## src/hw/fcnt_pkg.sv

```systemverilog
package fcnt_pkg;
  // register map of the plain register port
  localparam logic [3:0] FCNT_ADDR_MODE    = 4'h0; // mode_config_word
  localparam logic [3:0] FCNT_ADDR_CTRL    = 4'h1; // enable/set/updown, counter 0 and 1
  localparam logic [3:0] FCNT_ADDR_PRELOAD = 4'h2; // preload word, counter 0
  localparam logic [3:0] FCNT_ADDR_TARGET  = 4'h3; // target word, counter 0
  localparam logic [3:0] FCNT_ADDR_PRE1    = 4'h4; // preload word, counter 1
  localparam logic [3:0] FCNT_ADDR_TGT1    = 4'h5; // target word, counter 1
  localparam logic [3:0] FCNT_ADDR_COUNT0  = 4'h6; // actual value, counter 0
  localparam logic [3:0] FCNT_ADDR_COUNT1  = 4'h7; // actual value, counter 1
  localparam logic [3:0] FCNT_ADDR_STATUS  = 4'h8; // flags and fault code
  localparam logic [3:0] FCNT_ADDR_INIT    = 4'h9; // write: initialization (warm start)

  // control register bit positions
  localparam int FCNT_CTRL_EN0 = 0;
  localparam int FCNT_CTRL_SET0 = 1;
  localparam int FCNT_CTRL_UD0 = 2;
  localparam int FCNT_CTRL_EN1 = 4;
  localparam int FCNT_CTRL_SET1 = 5;
  localparam int FCNT_CTRL_UD1 = 6;

  // fault codes
  localparam logic [7:0] FCNT_FAULT_NONE  = 8'h00;
  localparam logic [7:0] FCNT_FAULT_MODE  = 8'h01; // unknown mode latched
  localparam logic [7:0] FCNT_FAULT_HIGH  = 8'h02; // high byte of mode word not zero

  localparam logic [15:0] FCNT_MODE_RESET = 16'h0000;
  localparam logic [15:0] FCNT_ZERO16     = 16'h0000;

  // 50 kHz maximum count rate against the 40 MHz clock
  localparam int FCNT_CLK_HZ      = 40000000;
  localparam int FCNT_MAX_RATE_HZ = 50000;
  localparam int FCNT_MIN_PERIOD_CYC = FCNT_CLK_HZ / FCNT_MAX_RATE_HZ;

  typedef enum logic [7:0] {
    FCNT_M_NONE = 8'h00,
    FCNT_M_UP   = 8'h01,
    FCNT_M_GATE = 8'h02,
    FCNT_M_DUAL = 8'h03,
    FCNT_M_DINV = 8'h04,
    FCNT_M_ESR  = 8'h05,
    FCNT_M_ESF  = 8'h06,
    FCNT_M_QUAD = 8'h07
  } fcnt_mode_type;
endpackage

```

## src/hw/fcnt_cnt_if.sv

```systemverilog
`timescale 1ns/1ps
// controls and results of one counter channel
interface fcnt_cnt_if;
  logic        step_up;
  logic        step_dn;
  logic        load;
  logic [15:0] preload;
  logic [15:0] target;
  logic [15:0] count;
  logic        reached;
  modport ctl (output step_up, step_dn, load, preload, target, input count, reached);
  modport cnt (input step_up, step_dn, load, preload, target, output count, reached);
endinterface

```

## src/hw/fcnt_top.sv

```systemverilog
// The plain strobed port and the register addresses are this design's own decisions.
`timescale 1ns/1ps
// Functional notes
// - pulses and quadrature edges up to 50 kHz are counted without loss
// - with up_down_select low, modes 1 to 6 count upward from preload toward the target
// - count is 16-bit signed; +32767 plus one wraps to -32768
// - up_down_select high decrements in modes 3 to 6; -32768 minus one gives +32767
// - reaching the target in either direction sets the sticky target flag
// - only a reload, by set or by a change of direction, clears the target flag
// - counting only while enabled, by the enable input, plus a pin gate in mode 2
// - a set request from pin or set input copies the preload word in
// - set and enable both held reload each program cycle, counting between
// - present count is always readable as the actual value
// - fault flag is high whenever the fault code word holds an error
// - low byte of mode word picks mode 00..07, high byte is 00
// - a new mode word takes effect only at an initialization
// - mode 0 disables counting and frees both pins and the output
// - mode 1 counts the first pin, drives the output, both gated by enable
// - mode 2 adds a gate taken from the second pin
// - mode 4 second counter counts falling edges
// - modes 5 and 6 preload on rising or falling edge of the second pin
// - mode 7 counts up or down from the phase of two tracks
// - mode 2 counts and drives output only with second pin and enable high
// - a change of direction reloads the preload; outside mode 7 it then counts the new way
// - quadrature counts once per signal cycle, no multiplication, no index
module fcnt_top (
  input  wire logic        clk_i,
  input  wire logic        reset_i,
  input  wire logic        count_input_pin_i,
  input  wire logic        second_input_pin_i,
  input  wire logic        program_cycle_end_i,
  input  wire logic [3:0]  addr_i,
  input  wire logic [15:0] wdata_i,
  input  wire logic        wr_i,
  input  wire logic        rd_i,
  output logic      [15:0] rdata_o,
  output logic             target_reached_pin_o,
  output logic             pins_released_o,
  output logic             fault_flag_o
);
  import fcnt_pkg::*;

  fcnt_cnt_if ch0 ();
  fcnt_cnt_if ch1 ();

  // software registers
  logic [15:0]   mode_config_word_r;
  fcnt_mode_type mode_r;
  logic [7:0]    fault_code_r;
  logic [6:0]    ctrl_r;
  logic [15:0]   pre0_r;
  logic [15:0]   tgt0_r;
  logic [15:0]   pre1_r;
  logic [15:0]   tgt1_r;
  logic [15:0]   rdata_r;
  logic          out_pin_r;
  logic          released_r;
  logic          fault_r;
  logic          ud0_prev_r;
  logic          ud1_prev_r;
  logic          set0_pend_r;
  logic          set1_pend_r;

  // synchronised fast pins
  wire a_lvl;
  wire a_rise;
  wire a_fall;
  wire b_lvl;
  wire b_rise;
  wire b_fall;

  fcnt_sync u_sync_a (
    .clk_i   (clk_i),
    .reset_i (reset_i),
    .pin_i   (count_input_pin_i),
    .level_o (a_lvl),
    .rise_o  (a_rise),
    .fall_o  (a_fall)
  );

  fcnt_sync u_sync_b (
    .clk_i   (clk_i),
    .reset_i (reset_i),
    .pin_i   (second_input_pin_i),
    .level_o (b_lvl),
    .rise_o  (b_rise),
    .fall_o  (b_fall)
  );

  // mode decode
  wire m_none = (mode_r == FCNT_M_NONE);
  wire m_up   = (mode_r == FCNT_M_UP);
  wire m_gate = (mode_r == FCNT_M_GATE);
  wire m_dual = (mode_r == FCNT_M_DUAL) || (mode_r == FCNT_M_DINV);
  wire m_dinv = (mode_r == FCNT_M_DINV);
  wire m_esr  = (mode_r == FCNT_M_ESR);
  wire m_esf  = (mode_r == FCNT_M_ESF);
  wire m_edge = m_esr || m_esf;
  wire m_quad = (mode_r == FCNT_M_QUAD);
  wire ud_ok  = m_dual || m_edge || m_quad; // modes that may count down

  wire en0  = ctrl_r[FCNT_CTRL_EN0];
  wire set0 = ctrl_r[FCNT_CTRL_SET0];
  wire ud0  = ctrl_r[FCNT_CTRL_UD0] & ud_ok;
  wire en1  = ctrl_r[FCNT_CTRL_EN1];
  wire set1 = ctrl_r[FCNT_CTRL_SET1];
  wire ud1  = ctrl_r[FCNT_CTRL_UD1] & ud_ok;

  // enables: block enable always, plus pin gate in mode 2
  wire gate0 = en0 & ~m_none & (~m_gate | b_lvl);

  // quadrature: one count per full cycle, on A rising; B level gives direction
  // A rising with B low means A leads (up); with B high B leads (down)
  wire q_step = a_rise;
  wire q_up   = q_step & ~b_lvl;
  wire q_dn   = q_step &  b_lvl;

  // pulse for counter 0, one per rising edge of first pin
  wire pulse0 = m_quad ? 1'b0 : a_rise;
  // counter 1 counts second pin, falling edges in mode 4
  wire pulse1 = m_dinv ? b_fall : b_rise;

  // direction change forces reload
  wire ud0_chg = (ud0 != ud0_prev_r);
  wire ud1_chg = m_dual & (ud1 != ud1_prev_r);

  // edge set from second pin in modes 5/6
  wire pin_set = (m_esr & b_rise) | (m_esf & b_fall);

  // set with enable is applied at every program cycle end
  wire cyc_set0 = set0 & program_cycle_end_i;
  wire cyc_set1 = set1 & program_cycle_end_i & m_dual;

  wire load0 = ~m_none & (set0_pend_r | cyc_set0 | pin_set | ud0_chg);
  wire load1 = m_dual & (set1_pend_r | cyc_set1 | ud1_chg);

  // counter 0 steps
  wire st0 = gate0 & (m_quad ? 1'b1 : pulse0);
  assign ch0.step_up = ~load0 & (m_quad ? (gate0 & q_up) : (st0 & ~ud0));
  assign ch0.step_dn = ~load0 & (m_quad ? (gate0 & q_dn) : (st0 &  ud0));
  assign ch0.load    = load0;
  assign ch0.preload = pre0_r;
  assign ch0.target  = tgt0_r;

  // counter 1 exists only in dual modes
  wire st1 = m_dual & en1 & pulse1;
  assign ch1.step_up = ~load1 & st1 & ~ud1;
  assign ch1.step_dn = ~load1 & st1 &  ud1;
  assign ch1.load    = load1;
  assign ch1.preload = pre1_r;
  assign ch1.target  = tgt1_r;

  fcnt_chan u_ch0 (
    .clk_i   (clk_i),
    .reset_i (reset_i),
    .c       (ch0.cnt)
  );

  fcnt_chan u_ch1 (
    .clk_i   (clk_i),
    .reset_i (reset_i),
    .c       (ch1.cnt)
  );

  // register decode
  wire wr_mode = wr_i && addr_i == FCNT_ADDR_MODE;
  wire wr_ctrl = wr_i && addr_i == FCNT_ADDR_CTRL;
  wire wr_init = wr_i && addr_i == FCNT_ADDR_INIT;
  wire [7:0] mode_lo = mode_config_word_r[7:0];
  wire [7:0] mode_hi = mode_config_word_r[15:8];
  // unknown or malformed mode word falls back to no counter
  wire       mode_bad = (mode_lo > FCNT_M_QUAD) || (mode_hi != 8'h00);
  wire [7:0] fault_nxt = (mode_hi != 8'h00) ? FCNT_FAULT_HIGH :
                         (mode_lo > FCNT_M_QUAD) ? FCNT_FAULT_MODE : FCNT_FAULT_NONE;

  // output terminal only in modes 1 and 2, gated by enable
  wire out_nxt = (m_up & en0 & ch0.reached) | (m_gate & gate0 & ch0.reached);

  // read mux; actual values always readable
  logic [15:0] rd_mux;
  always_comb begin
    case (addr_i)
      FCNT_ADDR_MODE:    rd_mux = mode_config_word_r;
      FCNT_ADDR_CTRL:    rd_mux = {9'h000, ctrl_r};
      FCNT_ADDR_PRELOAD: rd_mux = pre0_r;
      FCNT_ADDR_TARGET:  rd_mux = tgt0_r;
      FCNT_ADDR_PRE1:    rd_mux = pre1_r;
      FCNT_ADDR_TGT1:    rd_mux = tgt1_r;
      FCNT_ADDR_COUNT0:  rd_mux = ch0.count;
      FCNT_ADDR_COUNT1:  rd_mux = ch1.count;
      FCNT_ADDR_STATUS:  rd_mux = {fault_code_r, mode_r[3:0], 1'b0, fault_r,
                                   ch1.reached, ch0.reached};
      default:           rd_mux = FCNT_ZERO16;
    endcase
  end

  // software writes and mode latch; mode moves only on init
  always_ff @(posedge clk_i or posedge reset_i) begin
    if (reset_i) begin
      mode_config_word_r <= FCNT_MODE_RESET;
      mode_r             <= FCNT_M_NONE;
      fault_code_r       <= FCNT_FAULT_NONE;
      ctrl_r             <= 7'h00;
      pre0_r             <= FCNT_ZERO16;
      tgt0_r             <= FCNT_ZERO16;
      pre1_r             <= FCNT_ZERO16;
      tgt1_r             <= FCNT_ZERO16;
    end else begin
      if (wr_mode)
        mode_config_word_r <= wdata_i;
      if (wr_ctrl)
        ctrl_r <= wdata_i[6:0];
      if (wr_i && addr_i == FCNT_ADDR_PRELOAD)
        pre0_r <= wdata_i;
      if (wr_i && addr_i == FCNT_ADDR_TARGET)
        tgt0_r <= wdata_i;
      if (wr_i && addr_i == FCNT_ADDR_PRE1)
        pre1_r <= wdata_i;
      if (wr_i && addr_i == FCNT_ADDR_TGT1)
        tgt1_r <= wdata_i;
      if (wr_init) begin
        mode_r       <= mode_bad ? FCNT_M_NONE : fcnt_mode_type'(mode_lo);
        fault_code_r <= fault_nxt;
      end
    end
  end

  // set edge from software and direction history
  // a write that raises set loads once at once; holding it reloads per cycle end
  always_ff @(posedge clk_i or posedge reset_i) begin
    if (reset_i) begin
      set0_pend_r <= 1'b0;
      set1_pend_r <= 1'b0;
      ud0_prev_r  <= 1'b0;
      ud1_prev_r  <= 1'b0;
    end else begin
      set0_pend_r <= wr_ctrl & wdata_i[FCNT_CTRL_SET0] & ~set0;
      set1_pend_r <= wr_ctrl & wdata_i[FCNT_CTRL_SET1] & ~set1;
      ud0_prev_r  <= ud0;
      ud1_prev_r  <= ud1;
    end
  end

  // registered outputs
  always_ff @(posedge clk_i or posedge reset_i) begin
    if (reset_i) begin
      rdata_r    <= FCNT_ZERO16;
      out_pin_r  <= 1'b0;
      released_r <= 1'b1;
      fault_r    <= 1'b0;
    end else begin
      rdata_r    <= rd_i ? rd_mux : FCNT_ZERO16;
      out_pin_r  <= out_nxt;
      released_r <= m_none;
      fault_r    <= (fault_code_r != FCNT_FAULT_NONE);
    end
  end

  assign rdata_o              = rdata_r;
  assign target_reached_pin_o = out_pin_r;
  assign pins_released_o      = released_r;
  assign fault_flag_o         = fault_r;
endmodule

```

## src/hw/fcnt_sync.sv

```systemverilog
`timescale 1ns/1ps
// two-stage synchroniser and edge detector for one fast pin
module fcnt_sync (
  input  wire logic clk_i,
  input  wire logic reset_i,
  input  wire logic pin_i,
  output logic      level_o,
  output logic      rise_o,
  output logic      fall_o
);
  logic meta_r;
  logic sync_r;
  logic prev_r;

  // first stage feeds only the second stage
  always_ff @(posedge clk_i or posedge reset_i) begin
    if (reset_i) begin
      meta_r <= 1'b0;
      sync_r <= 1'b0;
      prev_r <= 1'b0;
    end else begin
      meta_r <= pin_i;
      sync_r <= meta_r;
      prev_r <= sync_r;
    end
  end

  assign level_o = sync_r;
  assign rise_o  = sync_r & ~prev_r;
  assign fall_o  = ~sync_r & prev_r;
endmodule

```

## src/hw/fcnt_chan.sv

```systemverilog
`timescale 1ns/1ps
// one 16-bit signed counter with preload, wrap and sticky target flag
module fcnt_chan (
  input  wire logic clk_i,
  input  wire logic reset_i,
  fcnt_cnt_if.cnt   c
);
  import fcnt_pkg::*;
  logic [15:0] count_r;
  logic        reached_r;
  wire  [15:0] count_nxt;
  wire         moved;

  // plain binary wrap gives 7fff->8000 and 8000->7fff for free
  assign count_nxt = c.load    ? c.preload :
                     c.step_up ? 16'(count_r + 16'h0001) :
                     c.step_dn ? 16'(count_r - 16'h0001) : count_r;
  assign moved = c.load | c.step_up | c.step_dn;

  always_ff @(posedge clk_i or posedge reset_i) begin
    if (reset_i) begin
      count_r   <= FCNT_ZERO16;
      reached_r <= 1'b0;
    end else begin
      count_r <= count_nxt;
      // flag is sticky; only a load clears it, a step onto target sets it
      if (c.load)
        reached_r <= 1'b0;
      else if (moved && count_nxt == c.target)
        reached_r <= 1'b1;
    end
  end

  assign c.count   = count_r;
  assign c.reached = reached_r;
endmodule

```

## config.mk

```make
export PLATFORM = sky130hd
export DESIGN_NAME = fcnt_top
export DESIGN_NICKNAME = d
export VERILOG_FILES = /design/src/hw/fcnt_pkg.sv /design/src/hw/fcnt_cnt_if.sv /design/src/hw/fcnt_top.sv /design/src/hw/fcnt_sync.sv /design/src/hw/fcnt_chan.sv
export SDC_FILE = /design/constraint.sdc
export NUM_CORES = 1
export LEC_CHECK = 0
export BUFFER_PORTS_ARGS = -buffer_cell sky130_fd_sc_hd__buf_2
export CAP_MARGIN = 20
export CELL_PAD_IN_SITES_DETAIL_PLACEMENT = 0
export CELL_PAD_IN_SITES_GLOBAL_PLACEMENT = 2
export CORE_MARGIN = 1.5
export CORE_UTILIZATION = 35
export CTS_CLUSTER_DIAMETER = 100
export CTS_CLUSTER_SIZE = 25
export DETAILED_ROUTE_END_ITERATION = 12
export PLACE_DENSITY_LB_ADDON = 0.12
export SYNTH_ARGS = -nofsm -noshare
export SYNTH_HDL_FRONTEND = slang
export SYNTH_SLANG_ARGS = --single-unit
```

## constraint.sdc

```tcl
create_clock -name clk_i -period 14.85 [get_ports clk_i]
set_input_delay 1.485 -clock clk_i [delete_from_list [all_inputs] [get_ports clk_i]]
set_output_delay 1.485 -clock clk_i [all_outputs]
set_load 0.05 [all_outputs]
```

==> flow_metrics.py <==
metrics = {
    "run_status": {
        "status": "finished clean",
    },
    "synthesis": {
        "syn_nets": 895,
        "ys_warn_count": 0,
        "synthArstFlopShare_pct": 100,
        "synth_top_area_cell": "dfrtp_1",
        "synth_area_leaders": "dfrtp_1 45%, mux2_2 11%, xnor2_1 3.7%, a22oi_1 3.2%, nand2_1 2.9%",
        "ys_types": 72,
        "yosysTopAreaCellShare_pct": 44.6,
        "synth_area_um2": 8920,
        "ys_top_cells_by_count": "159 x dfrtp_1, 91 x mux2_2, 70 x nand2_1, 38 x a22oi_1, 38 x xnor2_1",
        "synth_most_common_cell": "dfrtp_1",
        "synth_edf_count": 0,
        "seq_area_frac_synth_pct": 44.9,
        "avgSynthCellArea_um2": 10.3,
        "syn_inst": 864,
        "synth_seq_cells": 160,
        "synth_top_flop_cell": "dfrtp_1",
    },
    "power": {
        "max-vdd-ir-drop_mv": 0.0652,
        "cellPowerDensity_nw_per_um2": 139,
        "leakage_nw": 4.11,
        "finalPower_w": 0.00141,
    },
    "clock_tree": {
        "clockRootBuffer": "clkbuf_16",
        "cts_resized": 0,
        "ctsLongestPathBuffers": 2,
        "clk_pin_slew_ns": 0.07,
        "cts_sinks": 160,
        "hold_buffers": 0,
        "numCtsBuffers": 17,
        "cts_setup_buffers": 0,
        "insertion_delay_ns": 0.44,
        "tritoncts": "done",
        "htree_levels": 4,
    },
    "drt": {
        "route.detailed.drc": 0,
        "drt_iter0_drc": 599,
        "drt_wl_total_mm": 30.1,
        "drt_first_pass_iters": 5,
        "detail_route.wl_per_cell_um": 24.4,
        "vias_per_cell": 5.88,
        "vias": 7267,
        "final_antenna_net_count": 0,
    },
    "flow_run": {
        "cap_violations": 0,
    },
    "timing": {
        "fin_tns_setup_ns": 0,
        "worstMarginPinSlew_ns": 1.07,
        "grt_setup_unrepaired": "false",
        "finalCritPeriodShare_pct": 25.5,
        "slew_headroom_pct": 28.2,
        "final-hold-violation-count": 0,
        "finalMaxSlewViolations": 0,
        "min_period_ns": 3.79,
        "setup_viol": 0,
        "clock_skew_ns": 0.0171,
        "fmax_mhz": 264,
    },
    "worst_setup_path": {
        "cp.arrival_ns": 4.15,
        "crit_path_end_kind": "flip-flop",
        "required_ns": 15.21,
        "critPathKind": "flip-flop to flip-flop",
        "crit_path_cell_trace": "nor4_4 -> nand2_1 -> a21oi_2 -> nor4_1 -> o21ai_0 -> xnor2_1 -> nand4b_1 -> o41ai_1 -> a32o_1",
        "crit_fanout": 17,
        "crit_path_start_kind": "flip-flop",
        "slowest_stage": "nor4_4",
        "max_stage_delay_ns": 0.73,
    },
    "grt": {
        "grt_usage_pct": 23.6,
        "grt_pass1_wl_mm": 46.1,
        "grt_overflow": 0,
        "grt_pass1_vias": 7244,
        "grt_max_degree": 107,
        "antenna_found_initial": 0,
    },
    "floorplanning": {
        "io_pins": 46,
        "die_y_um": 163,
        "start_util_pct": 35.5,
        "row_count": 58,
        "die_area_um2": 26500,
        "core_area_um2": 25100,
        "chipWidth_um": 163,
    },
    "placed_design": {
        "gp_congestion": 0.836,
        "port-buffer-count": 45,
        "dp_hpwl_mm": 23.2,
    },
    "final_layout": {
        "drive_gt1_share_pct": 22.4,
        "num-fill-cells": 2541,
        "synthToLayoutAreaGrowth_pct": 13.2,
        "nets": 924,
        "num_antenna_cells": 0,
    },
    "hold_path": {
        "hold_class": "flip-flop to flip-flop",
    },
}
## critical path: cells and delay by family, from the launching register on
kind,cells,cell delay (ns)
xor gates and xnor gates,1,0.20
DFF,1,0.47
and+or+nand+nor,4,1.35
AOI/OAI and AO/OA,4,1.70
## logic make-up (layout without fill, tap and decap cells)
group	after synthesis	in the layout	synth area share (%)
buffers and inverters	71	113	3.18
DFF	160	160	44.9
xor gates and xnor gates	57	57	6.06
AOI/OAI and AO/OA	207	207	17.0
adders and majority gates	4	4	0.561
muxes	94	94	11.8
and+or+nand+nor	271	271	16.5
## area by class of cell
class | count | area, µm² | area share, %
sequential | 160 | 4010 | 39.7
tap | 330 | 413 | 4.09
timing repair buffer | 56 | 328 | 3.25
inverter | 25 | 98.8 | 0.979
clock inverter | 14 | 154 | 1.52
multi-input combinational | 633 | 4660 | 46.1
clock buffer | 18 | 439 | 4.35
## worst paths after layout
path / startpoint / to / slack [ns] / cells after the start
max in group asynchronous: reset_i / ch0.preload[3]$_DFFE_PP0P_ / 12.50 / 4
min in group asynchronous: reset_i / ch1.target[5]$_DFFE_PP0P_ / 0.93 / 2
hold / removal: u_sync_b.meta_r$_DFF_PP0_ / u_sync_b.level_o$_DFF_PP0_ / 0.35 / 0
setup / recovery: mode_r[3]$_DFFE_PP0P_ / u_ch0.c.reached$_DFFE_PP0P_ / 11.06 / 9
setup reg to reg: mode_r[3]$_DFFE_PP0P_ / u_ch0.c.reached$_DFFE_PP0P_ / 11.06 / 9
hold reg to reg: u_sync_b.meta_r$_DFF_PP0_ / u_sync_b.level_o$_DFF_PP0_ / 0.35 / 0
## per-layer routing
metal	vias up	routed length [µm]	global-route usage (%)
met5	-	0	0
li1	3329	-	-
met4	0	606	7.80
met2	227	14400	38.3
met3	37	1410	3.34
met1	3674	13700	32.3
## per-stage QoR
stage	util (%)	hold WS (ns)	cell area [µm²]	std cells	setup WS, ns
2_1_floorplan	-	0.331	8920	864	9.05
3_3_place_gp	37.7	0.336	9480	1203	10.77
3_5_place_dp	37.7	0.343	9480	1203	10.75
4_1_cts	40.1	0.355	10100	1235	11.05
5_1_grt	40.2	0.369	10100	1236	10.78
6_report	40.2	0.352	10100	1236	11.06
## registers in the layout (all words and copies together) (netlist names), 16 cells and up
signal	cells
ch1.preload	16
u_ch1.c.count	16
u_ch0.c.count	16
ch0.preload	16
ch0.target	16
mode_config_word_r	16
rdata_o	16
ch1.target	16
## placed cells by master, fill, tap and decap left out, types with 13 or more instances in the layout
| cell type | count |
|---|---|
| a21oi_1 | 24 |
| a22oi_1 | 38 |
| a31oi_1 | 21 |
| and3_1 | 13 |
| buf_2 | 45 |
| clkbuf_16 | 17 |
| dfrtp_1 | 159 |
| inv_1 | 24 |
| mux2_2 | 91 |
| nand2_1 | 70 |
| nand3_1 | 19 |
| nand4_1 | 16 |
| nor2_1 | 35 |
| nor3_1 | 20 |
| nor4_1 | 16 |
| o21ai_0 | 27 |
| xnor2_1 | 38 |
| xor2_1 | 16 |
## where the power goes
part	switching, W	internal [W]	total (W)
Clock	0.000194	0.000255	0.000449
Sequential	0.000135	0.000519	0.000653
Combinational	0.000160	0.000145	0.000305
Total	0.000489	0.000919	0.00141
(Power assumes the default switching activity.)
